`src/design/nvmseq_pkg.sv`:
```
package nvmseq_pkg;

  // Register indices; 0x0766 is not word aligned, so each register sits at the byte
  // address four times its index.
  localparam logic [15:0] NVMSEQ_IDX_CONTROL = 16'h0760;
  localparam logic [15:0] NVMSEQ_IDX_KEY = 16'h0766;
  localparam logic [15:0] NVMSEQ_IDX_STATUS = 16'h0768;
  localparam logic [17:0] NVMSEQ_ADR_CONTROL = {NVMSEQ_IDX_CONTROL, 2'b00};
  localparam logic [17:0] NVMSEQ_ADR_KEY = {NVMSEQ_IDX_KEY, 2'b00};
  localparam logic [17:0] NVMSEQ_ADR_STATUS = {NVMSEQ_IDX_STATUS, 2'b00};

  // Control field positions.
  localparam int NVMSEQ_BIT_START = 15;
  localparam int NVMSEQ_BIT_WRITE_EN = 14;
  localparam int NVMSEQ_BIT_ERR = 13;
  localparam int NVMSEQ_BIT_PROG_ONLY = 12;
  localparam int NVMSEQ_BIT_ERASE = 6;
  localparam logic [15:0] NVMSEQ_CONTROL_RESET = 16'h0000;
  localparam logic [15:0] NVMSEQ_CONTROL_WMASK = 16'h507F;

  // Key values and operation codes.
  localparam logic [7:0] NVMSEQ_KEY_FIRST = 8'h55;
  localparam logic [7:0] NVMSEQ_KEY_SECOND = 8'hAA;
  localparam logic [5:0] NVMSEQ_OP_ROW = 6'h18;
  localparam logic [5:0] NVMSEQ_OP_BULK = 6'h10;
  localparam logic [3:0] NVMSEQ_OP_WORD_HI = 4'h1;
  localparam int NVMSEQ_ROW_WORDS = 32;

  // Cycle length of a flash operation.
  localparam int NVMSEQ_CLK_MHZ = 40;
  localparam int NVMSEQ_OP_TIME_US = 2;
  localparam int NVMSEQ_OP_CYCLES = NVMSEQ_OP_TIME_US * NVMSEQ_CLK_MHZ;

  typedef enum logic [1:0] {NVMSEQ_IDLE, NVMSEQ_KEY1, NVMSEQ_ARMED} nvmseq_key_t;
  typedef enum logic [1:0] {NVMSEQ_READY, NVMSEQ_BUSY} nvmseq_op_t;

  // APB request carrier.
  typedef struct packed {
    logic psel;
    logic penable;
    logic pwrite;
    logic [31:0] paddr;
    logic [31:0] pwdata;
  } nvmseq_apb_req_t;

endpackage : nvmseq_pkg

```
`src/design/nvmseq_top.sv`:
```
`timescale 1ns/1ps
// Behaviour
// Program memory is erased or programmed one 32-word row at a time.
// Row erase: software writes op 011000 with erase and write enable.
// Key register must see 55h then AAh before a start.
// Start bit begins the cycle; processor stall is held throughout.
// Start bit clears itself when the cycle ends.
// Row program: op 011000, erase clear, write enable set.
// No operation proceeds without the unlock pair first.
// Software places two no-ops after setting the start bit.
// Software sets the row address via table pointer before erase.
// Bulk erase affects all data EEPROM, needing no address.
// Completion shows as start clearing and done flag setting.
// Control resets to 0000 on power-on reset.
// Row erase control word is 0x4058.
// Software blocks interrupts for five instructions around the unlock.
// Software may clear the done flag before an EEPROM operation.
// EEPROM word program uses op pattern 0001xx.
// With program-only set, software erases the word first.
// A start without valid unlock leaves memory unchanged and flags error; while a cycle runs the code ignores such a start and sets no error.
module nvmseq_top #(
  parameter int OP_CYCLES = nvmseq_pkg::NVMSEQ_OP_CYCLES
) (
  input wire logic CLK,
  input wire logic RST_N,
  input wire nvmseq_pkg::nvmseq_apb_req_t APB_REQ,
  output logic [31:0] PRDATA,
  output logic PREADY,
  output logic PSLVERR,
  output logic CPU_STALL,
  output logic NVM_DONE_FLAG,
  output logic MEM_OP_PULSE,
  output logic [6:0] MEM_OP_CODE
);
  import nvmseq_pkg::*;

  typedef struct packed {
    logic [15:0] control;
    nvmseq_key_t key;
    nvmseq_op_t op;
    logic [15:0] count;
    logic done;
    logic [31:0] rdata;
    logic ready;
    logic slverr;
    logic op_pulse;
    logic [6:0] op_code;
    logic stall;
  } nvmseq_state_t;

  nvmseq_state_t state_ff;
  nvmseq_state_t nxt_state;
  logic wr_acc;
  logic rd_acc;
  logic hit_ctl;
  logic hit_key;
  logic hit_sts;
  logic [15:0] wdat;

  ////////////////////////////////////////////////////////////////////////////////
  // Bus decode: an access is taken once, in its first access cycle, and answered in
  // the next, so every access phase lasts two cycles.
  // The ready gate keeps a held request from being taken twice; a second AAh write
  // would otherwise cancel the armed pair.
  always_comb begin
    wr_acc = APB_REQ.psel && APB_REQ.penable && APB_REQ.pwrite && !state_ff.ready;
    rd_acc = APB_REQ.psel && APB_REQ.penable && !APB_REQ.pwrite && !state_ff.ready;
    hit_ctl = APB_REQ.paddr == {14'h0000, NVMSEQ_ADR_CONTROL};
    hit_key = APB_REQ.paddr == {14'h0000, NVMSEQ_ADR_KEY};
    hit_sts = APB_REQ.paddr == {14'h0000, NVMSEQ_ADR_STATUS};
    wdat = APB_REQ.pwdata[15:0];
  end

  ////////////////////////////////////////////////////////////////////////////////
  // Next state of registers, key sequencer and operation timer.
  always_comb begin
    nxt_state = state_ff;
    nxt_state.ready = 1'b0;
    nxt_state.slverr = 1'b0;
    nxt_state.op_pulse = 1'b0;
    nxt_state.rdata = 32'h0000_0000;
    // Read data; the key register reads as zero.
    if (rd_acc) begin
      nxt_state.ready = 1'b1;
      if (hit_ctl) begin
        nxt_state.rdata = {16'h0000, state_ff.control};
      end else if (hit_key) begin
        nxt_state.rdata = 32'h0000_0000;
      end else if (hit_sts) begin
        nxt_state.rdata = {31'h0000_0000, state_ff.done};
      end else begin
        nxt_state.slverr = 1'b1;
      end
    end
    // Key writes: only 55h followed directly by AAh arms a start.
    // A repeated 55h restarts the pair instead of cancelling it.
    if (wr_acc && hit_key) begin
      if (wdat[7:0] == NVMSEQ_KEY_FIRST) begin
        nxt_state.key = NVMSEQ_KEY1;
      end else if (wdat[7:0] == NVMSEQ_KEY_SECOND && state_ff.key == NVMSEQ_KEY1) begin
        nxt_state.key = NVMSEQ_ARMED;
      end else begin
        nxt_state.key = NVMSEQ_IDLE;
      end
    end else if (wr_acc) begin
      // Any other write breaks the key pair, the start itself below included.
      nxt_state.key = NVMSEQ_IDLE;
    end
    if (wr_acc) begin
      nxt_state.ready = 1'b1;
      if (!(hit_ctl || hit_key || hit_sts)) begin
        nxt_state.slverr = 1'b1;
      end
    end
    // Control writes are ignored while a cycle runs.
    if (wr_acc && hit_ctl && state_ff.op == NVMSEQ_READY) begin
      nxt_state.control = (state_ff.control & ~NVMSEQ_CONTROL_WMASK) |
                          (wdat & NVMSEQ_CONTROL_WMASK);
      if (!wdat[NVMSEQ_BIT_ERR]) begin
        nxt_state.control[NVMSEQ_BIT_ERR] = 1'b0;
      end
      if (wdat[NVMSEQ_BIT_START]) begin
        if (state_ff.key == NVMSEQ_ARMED && wdat[NVMSEQ_BIT_WRITE_EN]) begin
          // Start accepted: op code and erase bit pass to the array. R4 R7 R1 R10
          nxt_state.control[NVMSEQ_BIT_START] = 1'b1;
          nxt_state.op = NVMSEQ_BUSY;
          nxt_state.count = 16'(OP_CYCLES - 1);
          nxt_state.op_pulse = 1'b1;
          nxt_state.op_code = {wdat[NVMSEQ_BIT_ERASE], wdat[5:0]};
        end else begin
          nxt_state.control[NVMSEQ_BIT_ERR] = 1'b1;
        end
      end
    end
    // Done flag: software clears by writing 0 to status bit 0, a finish wins. R11
    if (wr_acc && hit_sts && !wdat[0]) begin
      nxt_state.done = 1'b0;
    end
    // Operation timer; the start bit clears itself at the end. R5 R11
    if (state_ff.op == NVMSEQ_BUSY) begin
      if (state_ff.count == 16'h0000) begin
        nxt_state.op = NVMSEQ_READY;
        nxt_state.control[NVMSEQ_BIT_START] = 1'b0;
        nxt_state.done = 1'b1;
      end else begin
        nxt_state.count = state_ff.count - 16'h0001;
      end
    end
    // The stall output has its own flip-flop and follows the operation state.
    // Counting down from OP_CYCLES - 1 keeps it high for exactly OP_CYCLES cycles.
    nxt_state.stall = nxt_state.op == NVMSEQ_BUSY;
  end

  ////////////////////////////////////////////////////////////////////////////////
  // State register; synchronous reset to power-on values.
  always_ff @(posedge CLK) begin
    if (!RST_N) begin
      state_ff <= '0;
      state_ff.control <= NVMSEQ_CONTROL_RESET;
      state_ff.key <= NVMSEQ_IDLE;
      state_ff.op <= NVMSEQ_READY;
    end else begin
      state_ff <= nxt_state;
    end
  end

  // Outputs straight from the state register.
  always_comb begin
    PRDATA = state_ff.rdata;
    PREADY = state_ff.ready;
    PSLVERR = state_ff.slverr;
    CPU_STALL = state_ff.stall;
    NVM_DONE_FLAG = state_ff.done;
    MEM_OP_PULSE = state_ff.op_pulse;
    MEM_OP_CODE = state_ff.op_code;
  end

  ////////////////////////////////////////////////////////////////////////////////
  // Checks on the key sequencer, the flash cycle timing and the done flag.
  // They watch the outputs, the state register and the decoded bus access of this block.
  a_start_needs_key: assert property (@(posedge CLK) disable iff (!RST_N)
    $rose(CPU_STALL) |-> $past(state_ff.key) == NVMSEQ_ARMED)
    else $error("Cycle started without unlock pair.");
  a_stall_length: assert property (@(posedge CLK) disable iff (!RST_N)
    $fell(CPU_STALL) |-> $past(CPU_STALL, OP_CYCLES) && !$past(CPU_STALL, OP_CYCLES + 1))
    else $error("Stall length differs from the cycle length.");
  a_start_self_clear: assert property (@(posedge CLK) disable iff (!RST_N)
    $fell(CPU_STALL) |-> !state_ff.control[NVMSEQ_BIT_START])
    else $error("Start bit not cleared at end of cycle.");
  a_done_on_finish: assert property (@(posedge CLK) disable iff (!RST_N)
    $fell(CPU_STALL) |-> NVM_DONE_FLAG)
    else $error("Done flag not set at end of cycle.");
  a_bad_start_error: assert property (@(posedge CLK) disable iff (!RST_N)
    (wr_acc && hit_ctl && wdat[NVMSEQ_BIT_START] && state_ff.key != NVMSEQ_ARMED &&
     state_ff.op == NVMSEQ_READY) |=> state_ff.control[NVMSEQ_BIT_ERR] && !CPU_STALL)
    else $error("Unkeyed start not refused.");
  a_pulse_with_stall: assert property (@(posedge CLK) disable iff (!RST_N)
    MEM_OP_PULSE |-> CPU_STALL)
    else $error("Array pulse without stall.");
  a_key_order: assert property (@(posedge CLK) disable iff (!RST_N)
    (state_ff.key == NVMSEQ_ARMED && $past(state_ff.key) != NVMSEQ_ARMED)
    |-> $past(state_ff.key) == NVMSEQ_KEY1)
    else $error("Armed without first key.");
  a_reset_value: assert property (@(posedge CLK)
    !$past(RST_N) |-> state_ff.control == NVMSEQ_CONTROL_RESET)
    else $error("Control not reset.");
  a_start_eats_key: assert property (@(posedge CLK) disable iff (!RST_N)
    MEM_OP_PULSE |-> state_ff.key != NVMSEQ_ARMED)
    else $error("Unlock pair left armed after a start.");
  a_code_hold: assert property (@(posedge CLK) disable iff (!RST_N)
    !MEM_OP_PULSE |-> $stable(MEM_OP_CODE))
    else $error("Operation code changed without a start.");
  a_done_sticky: assert property (@(posedge CLK) disable iff (!RST_N)
    (NVM_DONE_FLAG && !(wr_acc && hit_sts && !wdat[0])) |=> NVM_DONE_FLAG)
    else $error("Done flag dropped without a clear.");
  // Cover points for the main kinds of flash cycle and for a refused start.
  c_row_erase: cover property (@(posedge CLK) MEM_OP_PULSE && MEM_OP_CODE == 7'h58);
  c_bulk_erase: cover property (@(posedge CLK) MEM_OP_PULSE && MEM_OP_CODE == 7'h50);
  c_bad_start: cover property (@(posedge CLK) $rose(state_ff.control[NVMSEQ_BIT_ERR]));
  c_row_program: cover property (@(posedge CLK) MEM_OP_PULSE && MEM_OP_CODE == 7'h18);
  c_word_program: cover property (@(posedge CLK)
    MEM_OP_PULSE && !MEM_OP_CODE[6] && MEM_OP_CODE[5:2] == NVMSEQ_OP_WORD_HI);

endmodule : nvmseq_top

```
`config.mk`:
```
export PLATFORM = sky130hd
export DESIGN_NAME = nvmseq_top
export DESIGN_NICKNAME = d
export VERILOG_FILES = /design/src/design/nvmseq_pkg.sv /design/src/design/nvmseq_top.sv
export SDC_FILE = /design/constraint.sdc
export NUM_CORES = 1
export LEC_CHECK = 0
export BUFFER_PORTS_ARGS = -buffer_cell sky130_fd_sc_hd__buf_2
export CAP_MARGIN = 20
export CORE_ASPECT_RATIO = 2
export CORE_MARGIN = 2
export CORE_UTILIZATION = 33
export DETAILED_ROUTE_END_ITERATION = 8
export HOLD_SLACK_MARGIN = 0.05
export PLACE_DENSITY_LB_ADDON = 0.2
export SKIP_CTS_REPAIR_TIMING = 1
export SYNTH_ARGS = -nofsm -noshare
export SYNTH_HDL_FRONTEND = slang
export SYNTH_SLANG_ARGS = --single-unit
```
`constraint.sdc`:
```
create_clock -name CLK -period 3.7 [get_ports CLK]
set_input_delay 0.185 -clock CLK [delete_from_list [all_inputs] [get_ports CLK]]
set_output_delay 0.185 -clock CLK [all_outputs]
set_load 0.02 [all_outputs]
```
; ---- After elaboration in Yosys (flattened, before gate mapping)
; Index checks and enable logic that the tools add are counted.
; Widths: inputs -> output; s select.
[classes]
add_sub_neg = 1
eq_ne = 9
muxes = 30
bitwise_logic = 3
n_reduce_logical = 24
[op_table]
columns = operator, n
row1 = $eq 32x13->1 const B, 3
row2 = $mux 18, 3
row3 = $mux 16, 3
row4 = $mux 19, 1
row5 = $logic_not 16->1, 1
row6 = $or 16x15->16, 1
row7 = $sub 16x1->16 const B, 1
row8 = $mux 1, 15
row9 = $mux 2, 7
row10 = $logic_and 1x1->1, 12
row11 = $eq 8x7->1 const B, 1
row12 = $eq 8x8->1 const B, 1
row13 = $mux 8, 1
row14 = $eq 2x1->1 const B, 3
row15 = $reduce_and 3->1, 2
row16 = $reduce_or 4->1, 1
row17 = $logic_not 1->1, 3
row18 = $eq 2x2->1 const B, 1
row19 = $logic_not 2->1, 1
row20 = $logic_or 1x1->1, 2
row21 = $not 1->1, 2
row22 = $reduce_and 2->1, 1
row23 = $reduce_bool 2->1, 1
[totals]
ff_bits = 80
in_bits = 69
out_inout_bits = 44
elab_cells = 80

; ---- Logic depth before layout (Yosys ltp)
; Gate-level depths: netlist of run 1.
[depth]
ltp_word = 9
mapped_depth = 8
ltp_nobuf = 7

; ---- Worst setup path after synthesis of run 1
; OpenSTA, ideal clock, no wires.
[synth_path]
path_type = flip-flop to flip-flop
start = register state_ff[44] (netlist name)
end = register state_ff[47] (netlist name)
setup_time_ns = 0.116
arrival_ns = 1.799
t_required_ns = 3.584
setup_slack_ns = 1.784
stages_incl_launch_ff = 9
path_buffers = 1
synth_period_minus_slack_ns = 1.916
path_cell_list = dfxtp_1 > inv_1 > ha_1 > nor3b_1 > nand4b_1 > o21ai_2 > o21ai_2 > buf_2 > o211a_1
[synth_via]
elab_chain_len = 3
word_cells_on_any_way = 4
classes_between = 1 x add/sub / 2 x mux / 1 x reduce/logical
[synth_lines]
columns = element, line
row1 = "start, declared", nvmseq_top.sv:51  ; nvmseq_state_t state_ff;
row2 = "start signal, assigned", nvmseq_top.sv:163  ; state_ff <= nxt_state;
row3 = $sub 16x1->16 / $logic_not 16->1 (equally long branches), "nvmseq_top.sv:146, nvmseq_top.sv:141"
row4 = $mux 16 (*), nvmseq_top.sv:141  ; if (state_ff.count == 16'h0000) begin
row5 = $mux 19 (*), nvmseq_top.sv:140  ; if (state_ff.op == NVMSEQ_BUSY) begin
; Every way passes the cells marked *; elsewhere a longest branch is shown, timed or not.
; A chain may end at the register's enable or synchronous reset.

; ---- Final worst setup path of run 1
[layout_path]
start = register state_ff[44] (netlist name)
end = register state_ff[51] (netlist name)
; The elaborated chain is that of the path after synthesis.

==> flow_summary_export.csv, run 1 <==
group,metric,value,unit
cts,cts_tree,"done",
yosys,synth_top_area_share,40.4,%
cts,cts_root_buffer,"clkbuf_16",
detailed_routing,first_pass_iters,4,
detailed_routing,via_per_inst,4.95,
flow_run,maxCapViolCount,0,
global_route,grt_usage,15.7,%
cells_and_area,design_area,3080,sq um
setup_path,reg2reg_from,"state_ff[44]$_SDFF_PN0_",
floorplan,die_w,67.7,um
setup_path,rr_endpoint,"state_ff[51]$_SDFF_PN0_",
cts,htree_levels,2,
cts,cts_num_sinks,54,
setup_path,end_kind,"register",
timing,layout_min_cycle_time,2.51,ns
worst_hold_path,worstHoldStart,"APB_REQ[12]",
detailed_routing,vias,2201,
setup_path,startpoint_type,"register",
cells_and_area,syn_to_final_growth,14.9,%
power,seqPwrFrac,48.6,%
cells_and_area,n_fill_cell,821,
global_route,grt_pass1_wl,10.7,mm
timing,finalHoldViolations,0,
cts,clk_path_buf_depth,2,
yosys,netlist_instances,297,
yosys,syn-mean-instance-area,9.01,sq um
placed_design,place_congestion,0.843,
cells_and_area,fin_util,39.0,%
power,switching_share,22.5,%
timing,slew_headroom,45.3,%
worst_hold_path,hold_path_depth,3,
worst_hold_path,hold_class,"in -> reg",
yosys,synth_edf_count,0,
timing,setup_viol,0,
status,status,"complete, no violations",
cells_and_area,nNetsFinal,418,
setup_path,cp.arrival,2.71,ns
yosys,ys_types,52,
placed_design,dp_hpwl,5.03,mm
cts,cts_buffers,5,
floorplan,die_h,131,um
detailed_routing,routed_wl,6.56,mm
timing,post-route-period-util,67.7,%
power,p_leak,1.29,nW
cts,clk_latency,0.29,ns
detailed_routing,antenna_left,0,
setup_path,worst_r2r_path_depth,7,
power,switchingPower,0.270,mW
cts,clk_pin_slew,0.07,ns
placed_design,port_buffers,71,
yosys,yosysWarningCount,0,
global_route,antenna_found_initial,0,
placed_design,post_dp_cell_area,2910,sq um
timing,fin_setup_tns,0,ns
yosys,async_reset_ff_share,0,%
setup_path,cp_max_fo,13,
floorplan,dieArea,8890,sq um
setup_path,critical_path_class,"reg -> reg",
setup_path,rrSetupSlack,1.19,ns
worst_hold_path,hold_end,"state_ff[76]$_SDFFE_PN0N_",
cells_and_area,multi_input_area,1310,sq um
setup_path,critical_path_required,3.90,ns
detailed_routing,post_drt_wl_per_cell,14.7,um
detailed_routing,dr.first_iter.drc_count,164,
timing,maxSlewViolCount,0,
timing,worst_slew_pin_slew,0.814,ns
global_route,grt_pass1_vias,2209,
timing,grt_setup_unrepaired,"no",
global_route,grt-ovfl-total,0,
power,clkPwrFrac,45.1,%
cells_and_area,num_antenna_cells,0,
floorplan,rows,46,
yosys,synth_area,2680,sq um
floorplan,io-pin-count,113,
timing,finClkSkew,0.00468,ns
yosys,yosysTopAreaCell,"dfxtp_1",
power,p_per_area,389,nW/um^2
floorplan,coreArea,7890,sq um
cells_and_area,regArea,1080,sq um
power,p_comb_share,6.2,%
yosys,synth-seq-cells,54,
yosys,synthTopCellsByArea,"dfxtp_1 (40%), buf_4 (11%), mux2i_1 (6.4%)",
yosys,synth_ff_type,"dfxtp_1",
global_route,grt_max_degree,22,
power,intPower,0.926,mW
timing,fmax,0.399,GHz
floorplan,start_util,33.9,%
yosys,seq_area_frac_synth,40.4,%
cells_and_area,drive_gt1_share,27.2,%
power,ir_worst_vdd,0.000188,V
detailed_routing,drc,0,
-- layout make-up --
class	instances	area share, %
Clock inverter	3	1.46
Tap cell	96	3.91
Sequential cell	54	35.2
Timing Repair Buffer	74	12.3
Clock buffer	5	4.07
Inverter	5	0.610
Multi-Input combinational cell	208	42.5
-- cells by family (layout without fill, tap and decap cells) --
family,count (synthesis),after routing,share of synthesized area (%)
other,1,21,0.140
AOI/OAI and AO/OA,43,43,11.5
and+or+nand+nor,126,126,27.4
muxes,17,17,6.36
adders and majority gates,1,1,0.467
buffers and inverters,55,87,13.7
DFF,54,54,40.4
-- layout by cell type (no fill, tap or decap), types with 4 or more instances in the layout --
cell type / netlist / final
nand4b_1: 4 / 4
a21oi_1: 7 / 7
conb_1: 1 / 21
buf_2: 3 / 71
nor2_1: 28 / 28
or3_1: 5 / 5
nand4_1: 4 / 4
nand3_1: 4 / 4
nor3_1: 13 / 12
o21ai_0: 6 / 6
inv_1: 5 / 5
dfxtp_1: 54 / 54
a31oi_1: 5 / 5
clkbuf_16: 0 / 5
nor4_1: 10 / 10
nand2_1: 17 / 17
or4_1: 4 / 4
and2_1: 13 / 13
mux2i_1: 17 / 17
-- synthesized netlist by cell type (4+ instances only) --
cell,instances
nand3_1,4
a21oi_1,7
nor4_1,10
clkbuf_1,5
nand4_1,4
o21ai_0,6
inv_1,5
mux2i_1,17
nor2_1,28
dfxtp_1,54
buf_4,40
or3_1,5
nand4b_1,4
or4_1,4
and2_1,13
a31oi_1,5
nand2_1,17
nor3_1,13
-- metal layers --
layer | global-route usage, % | part of all wire, % | wire length (um) | up-vias
met4 | 7.14 | 2.4 | 158 | 0
li1 | - | - | - | 1102
met5 | 0 | 0 | 0 | -
met2 | 29.5 | 57 | 3720 | 48
met3 | 2.74 | 3.7 | 240 | 11
met1 | 15.7 | 37 | 2440 | 1040
-- worst max-delay path, cell delays in order (launching register included) --
cell and delay [ns]:
dfxtp_1 0.34, inv_1 0.06, ha_1 0.20, nor3b_1 0.36, nand4b_1 0.36, o21ai_2 0.46
o21ai_2 0.30, a311oi_1 0.33
-- flip-flops by register name (all words and copies together) (netlist names) --
| name | flops |
|---|---|
| PREADY | 1 |
| MEM_OP_CODE | 7 |
| PRDATA | 11 |
| NVM_DONE_FLAG | 1 |
| MEM_OP_PULSE | 1 |
| PSLVERR | 1 |
| state_ff | 31 |
| CPU_STALL | 1 |
-- power groups by stage --
stage / registers, mW / logic (mW) / clock network (mW)
4_1_cts: 0.582 / 0.0743 / 0.555
3_3_place_gp: 0.595 / 0.0734 / 0
5_1_grt: 0.582 / 0.0810 / 0.578
2_1_floorplan: 0.597 / 0.0521 / 0
6_report: 0.582 / 0.0745 / 0.540
3_5_place_dp: 0.595 / 0.0742 / 0
-- through the flow --
stage | cells | hold WS [ns] | power [mW] | setup slack (ns)
after global placement | 437 | 0.426 | 0.669 | 1.21
after CTS | 445 | 0.122 | 1.21 | 1.19
after detailed placement | 437 | 0.430 | 0.670 | 1.20
after global routing | 445 | 0.145 | 1.24 | 1.04
final | 445 | 0.125 | 1.20 | 1.19
after floorplan | 317 | 0.286 | 0.649 | 1.78
-- worst max-delay path by stage --
stage / startpoint / to / slack, ns
2_1_floorplan: state_ff[44]$_SDFF_PN0_ / state_ff[47]$_SDFF_PN0_ / 1.78
3_3_place_gp: state_ff[44]$_SDFF_PN0_ / state_ff[53]$_SDFF_PN0_ / 1.21
3_5_place_dp: state_ff[44]$_SDFF_PN0_ / state_ff[51]$_SDFF_PN0_ / 1.20
4_1_cts: state_ff[44]$_SDFF_PN0_ / state_ff[51]$_SDFF_PN0_ / 1.19
5_1_grt: state_ff[44]$_SDFF_PN0_ / state_ff[51]$_SDFF_PN0_ / 1.04
6_report: state_ff[44]$_SDFF_PN0_ / state_ff[51]$_SDFF_PN0_ / 1.19
Power figures use the tool's default switching activity.
==> inputs of run 2 (changes only) <==
==> constraint.sdc (replaced) <==
create_clock -name CLK -period 2.34 [get_ports CLK]
set_input_delay 0.117 -clock CLK [delete_from_list [all_inputs] [get_ports CLK]]
set_output_delay 0.117 -clock CLK [all_outputs]
set_load 0.02 [all_outputs]
==> run 2 against run 1 <==
  * Worst setup slack worse by 0.97 ns
  * Wire length rose by 1.9%
  * Worst hold slack lost 0.069 ns
  * Maximum frequency up 18%
  * Sequential power rose by 58%
  * Critical path type unchanged
  * Largest power group unchanged
  * Highest routed layer unchanged
==> flow_summary_export.csv, run 2 (same netlist as run 1, synthesis figures left out) <==
group,metric,value,unit
setup_path,worst_r2r_path_depth,7,
setup_path,crit_buf_inv,1,
placed_design,dp_slack,0.215,ns
cts,cts_tree,"done",
cells_and_area,drive_gt1_share,30.0,%
worst_hold_path,worstHoldStart,"APB_REQ[12]",
floorplan,start_util,33.9,%
status,status,"complete, no violations",
setup_path,end_kind,"register",
detailed_routing,vias,2247,
cts,cts_num_sinks,54,
setup_path,cp_max_fo,13,
floorplan,coreArea,7890,sq um
setup_path,path_delay_family,"compound AO/OA/AOI/OAI gates",
placed_design,place_congestion,0.825,
setup_path,path_cells,"inv_1 > ha_1 > nor3b_1 > nand4b_1 > o21a_1 > a32oi_1 > o211a_1",
detailed_routing,routed_wl,6.68,mm
global_route,grt.met2_usage,30.6,%
setup_path,rr_endpoint,"state_ff[47]$_SDFF_PN0_",
power,switchingPower,0.443,mW
cts,clk_pin_slew,0.08,ns
floorplan,die_w,67.7,um
global_route,grt_pass1_wl,10.6,mm
power,ir_worst_vdd,0.000296,V
setup_path,crit_slowest_cell,"o21a_1",
power,p_comb_share,6.6,%
global_route,antenna_found_initial,0,
global_route,grt_util_met1,15.4,%
setup_path,startpoint_type,"register",
detailed_routing,dr.first_iter.drc_count,55,
global_route,top_usage_layer,"met2",
global_route,grt-ovfl-total,0,
timing,finalHoldViolations,0,
cells_and_area,n_fill_cell,808,
detailed_routing,post_drt_wl_per_cell,14.6,um
detailed_routing,antenna_left,0,
detailed_routing,drc,0,
cells_and_area,largest_reg_flops,31,
power,intPower,1.37,mW
global_route,grtUsageMet3,2.91,%
global_route,grt_max_degree,21,
setup_path,rrSetupSlack,0.22,ns
timing,setup_viol,0,
global_route,grt_pass1_vias,2174,
setup_path,critical_path_class,"reg -> reg",
setup_path,reg2reg_from,"state_ff[44]$_SDFF_PN0_",
cts,clk_path_buf_depth,2,
cells_and_area,syn_to_final_growth,18.2,%
timing,holdWs,0.0564,ns
floorplan,dieArea,8890,sq um
cts,cts_root_buffer,"clkbuf_16",
cells_and_area,num_antenna_cells,0,
worst_hold_path,hold_class,"in -> reg",
timing,finClkSkew,0.00923,ns
cells_and_area,final_cell_mix,"buf_2 (71), dfxtp_1 (54), nor2_1 (28), conb_1 (21)",
cells_and_area,top_register,"state_ff",
timing,slew_headroom,61.5,%
floorplan,rows,46,
detailed_routing,first_pass_iters,4,
floorplan,io-pin-count,113,
worst_hold_path,hold_end,"state_ff[76]$_SDFFE_PN0N_",
power,switching_share,24.4,%
detailed_routing,via_per_inst,4.90,
timing,grt_setup_unrepaired,"no",
setup_path,critical_path_required,2.58,ns
global_route,grt_usage,15.6,%
power,p_leak,1.36,nW
cts,clk_latency,0.30,ns
timing,fin_ws,0.222,ns
cts,htree_levels,2,
worst_hold_path,hold_path_depth,3,
setup_path,slowest_delay,0.42,ns
power,clkPwrFrac,42.7,%
timing,maxSlewViolCount,0,
flow_run,maxCapViolCount,0,
timing,post-route-period-util,90.5,%
timing,layout_min_cycle_time,2.12,ns
placed_design,port_buffers,71,
timing,worst_slew_pin_slew,0.578,ns
timing,fmax,0.472,GHz
placed_design,dp_hpwl,5.22,mm
power,seqPwrFrac,50.7,%
power,power,1.81,mW
floorplan,die_h,131,um
setup_path,cp.arrival,2.36,ns
timing,fin_setup_tns,0,ns
cells_and_area,layout_commonest_cell,"buf_2",
cts,cts_buffers,5,
cells_and_area,nNetsFinal,432,
power,p_per_area,573,nW/um^2
==> run 2: cell types whose count changed in the layout (fill, tap and decap cells not counted) <==
cell / change
buf_4: +14
clkinv_4: +2
clkinvlp_4: -2
bufinv_16: -1
inv_8: +1
==> run 2: power groups by stage <==
| stage | Combinational [mW] | Clock [mW] | Sequential [mW] |
|---|---|---|---|
| after floorplan | 0.0823 | 0 | 0.943 |
| after global placement | 0.119 | 0 | 0.941 |
| after detailed placement | 0.120 | 0 | 0.941 |
| after CTS | 0.120 | 0.804 | 0.920 |
| after global routing | 0.131 | 0.846 | 0.920 |
| final | 0.120 | 0.774 | 0.920 |
==> run 2: metal layers <==
layer  wire length (um)  vias to the layer above
li1                   -                     1135
met1               2410                     1051
met2               3860                       53
met3                310                        8
met4                100                        0
met5                  0                        -
==> run 2: stage by stage <==
stage                     util (%)  instance area [sq um]  instances
final                         40.1                   3160        459
after global routing          40.1                   3160        459
after detailed placement      38.2                   3010        451
after floorplan                  -                   2750        317
after CTS                     40.1                   3160        459
after global placement        38.2                   3010        451
==> run 2: worst reg2reg max path, stage by stage (launching register included) <==
cell      delay (ns)
dfxtp_1         0.35
inv_1           0.07
ha_1            0.20
nor3b_1         0.35
nand4b_1        0.26
o21a_1          0.42
a32oi_1         0.27
o211a_1         0.16
==> run 2: layout make-up <==
class / count / area [sq um] / area share, %
Timing Repair Buffer: 88 / 483 / 15.3
Tap cell: 96 / 120 / 3.80
Clock inverter: 3 / 28.8 / 0.909
Inverter: 5 / 18.8 / 0.593
Clock buffer: 5 / 125 / 3.95
Sequential cell: 54 / 1080 / 34.2
Multi-Input combinational cell: 208 / 1310 / 41.3
==> run 2: worst max-delay path by stage <==
stage                                 start  slack (ns)  cells past startpoint                       to
floorplan           state_ff[44]$_SDFF_PN0_        0.42                      8  state_ff[47]$_SDFF_PN0_
global placement    state_ff[44]$_SDFF_PN0_        0.24                      7  state_ff[47]$_SDFF_PN0_
detailed placement  state_ff[44]$_SDFF_PN0_        0.22                      7  state_ff[47]$_SDFF_PN0_
CTS                 state_ff[44]$_SDFF_PN0_        0.20                      7  state_ff[47]$_SDFF_PN0_
global route        state_ff[44]$_SDFF_PN0_        0.05                      8  state_ff[56]$_SDFF_PN0_
finish              state_ff[44]$_SDFF_PN0_        0.22                      7  state_ff[47]$_SDFF_PN0_
==> inputs of run 3 (changes only) <==
==> constraint.sdc (replaced) <==
create_clock -name CLK -period 2.34 [get_ports CLK]
set_input_delay 0.702 -clock CLK [delete_from_list [all_inputs] [get_ports CLK]]
set_output_delay 0.702 -clock CLK [all_outputs]
set_load 0.02 [all_outputs]
==> run 3 against run 2 <==
  * Sequential cell count unchanged
  * Count of clock-buffer cells in the layout unchanged
  * First-iteration DRC count increased by 75%
  * Wire length decreased by 0.13%
  * Core utilization increased by 0.44 points
==> flow_summary_export.csv, run 3 (same netlist as run 1, synthesis figures left out) <==
group,metric,value,unit
setup_path,rrSetupSlack,0.18,ns
detailed_routing,drc,0,
setup_path,slowest_delay,0.43,ns
floorplan,coreArea,7890,sq um
placed_design,dp_hpwl,5.28,mm
worst_hold_path,hold_class,"reg -> reg",
cells_and_area,nNetsFinal,435,
floorplan,io-pin-count,113,
placed_design,port_buffers,71,
floorplan,die_w,67.7,um
global_route,grt-ovfl-total,0,
global_route,grt_pass1_vias,2240,
timing,setup_viol,0,
detailed_routing,dr.first_iter.drc_count,96,
global_route,grt_usage,16.1,%
cells_and_area,syn_to_final_growth,19.5,%
cts,clk_latency,0.30,ns
setup_path,critical_path_class,"reg -> reg",
power,p_per_area,572,nW/um^2
detailed_routing,routed_wl,6.67,mm
timing,fmax,0.462,GHz
cts,clk_pin_slew,0.08,ns
global_route,antenna_found_initial,0,
timing,slew_headroom,66.2,%
setup_path,path_delay_family,"compound AO/OA/AOI/OAI gates",
global_route,grt_max_degree,20,
setup_path,cp.arrival,2.41,ns
cells_and_area,n_fill_cell,829,
cts,cts_num_sinks,54,
cells_and_area,layout_commonest_cell,"buf_2",
flow_run,maxCapViolCount,0,
timing,post-route-period-util,92.4,%
worst_hold_path,worstHoldStart,"state_ff[79]$_SDFF_PN0_",
timing,holdWs,0.454,ns
floorplan,start_util,33.9,%
cells_and_area,top_register,"state_ff",
global_route,grt_pass1_wl,10.8,mm
timing,maxSlewViolCount,0,
cts,cts_tree,"done",
cts,cts_buffers,5,
timing,finalHoldViolations,0,
cts,htree_levels,2,
timing,layout_min_cycle_time,2.16,ns
cells_and_area,multi_input_area,1310,sq um
power,p_leak,1.37,nW
cells_and_area,largest_reg_flops,31,
cells_and_area,num_antenna_cells,0,
floorplan,rows,46,
cells_and_area,stdcell_count,462,
cells_and_area,drive_gt1_share,30.6,%
timing,grt_setup_unrepaired,"no",
setup_path,end_kind,"register",
setup_path,path_cells,"inv_1 > ha_1 > nor3b_1 > nand4b_1 > o21a_1 > a32oi_1 > o211a_1",
cts,clk_path_buf_depth,2,
detailed_routing,post_drt_wl_per_cell,14.4,um
timing,finClkSkew,0.00398,ns
power,ir_worst_vdd,0.000261,V
placed_design,dp_cells,454,
setup_path,startpoint_type,"register",
cells_and_area,final_cell_mix,"buf_2 (71), dfxtp_1 (54), nor2_1 (28), conb_1 (21), buf_4 (19)",
floorplan,die_h,131,um
detailed_routing,vias,2237,
detailed_routing,first_pass_iters,4,
detailed_routing,antenna_left,0,
setup_path,cp_max_fo,13,
placed_design,place_congestion,0.818,
detailed_routing,via_per_inst,4.84,
setup_path,crit_buf_inv,1,
setup_path,crit_slowest_cell,"o21a_1",
status,status,"complete, no violations",
cts,cts_root_buffer,"clkbuf_16",
cells_and_area,regArea,1080,sq um
setup_path,startpoint,"state_ff[44]$_SDFF_PN0_",
timing,worst_slew_pin_slew,0.507,ns
setup_path,reg2reg_from,"state_ff[44]$_SDFF_PN0_",
floorplan,dieArea,8890,sq um
setup_path,critical_path_required,2.59,ns
run 3: cell count changes in the layout (fill, tap and decap cells not counted), sizes merged:
cell    before  now
buf         88   91
clkinv       2    1
inv          6    7
run 3: final timing paths:
kind | end | cells past startpoint
setup / recovery | state_ff[47]$_SDFF_PN0_ | 7
hold / removal | PRDATA[15]$_SDFF_PN0_ | 1
hold reg to reg | PRDATA[15]$_SDFF_PN0_ | 1
setup reg to reg | state_ff[47]$_SDFF_PN0_ | 7
run 3: cell type report:
type	instances	share of cell area (%)
Clock buffer	5	3.91
Clock inverter	3	0.899
Inverter	5	0.587
Multi-Input combinational cell	208	40.9
Sequential cell	54	33.8
Tap cell	96	3.75
Timing Repair Buffer	91	16.2
run 3: stage by stage:
step / TNS [ns] / total power, mW / worst slack [ns] / util (%) / cell area [sq um]
after floorplan: 0 / 1.03 / 0.131 / - / 2750
after global placement: -0.429 / 1.07 / -0.0724 / 38.6 / 3050
after detailed placement: -1.11 / 1.07 / -0.111 / 38.6 / 3050
after CTS: 0 / 1.86 / 0.170 / 40.6 / 3200
after global routing: 0 / 1.90 / 0.0380 / 40.6 / 3200
final: 0 / 1.83 / 0.177 / 40.6 / 3200
run 3: routing by layer:
metal	share of wire [%]	GRT usage, %
met4	2.1	6.58
met3	3.8	3.00
met1	36	16.0
met5	0	0
met2	58	30.5
run 3: where the power goes:
| part | internal [mW] | switching [mW] |
|---|---|---|
| Combinational | 0.0475 | 0.0791 |
| Clock | 0.411 | 0.371 |
| Sequential | 0.919 | 0.000537 |
run 3: worst register-to-register path: cells and delay by family, from the launching register on:
family	cells	cell delay (ns)
compound gates	3	0.87
fa+ha+maj	1	0.21
buf+inv	1	0.07
flops	1	0.35
simple gates	2	0.63
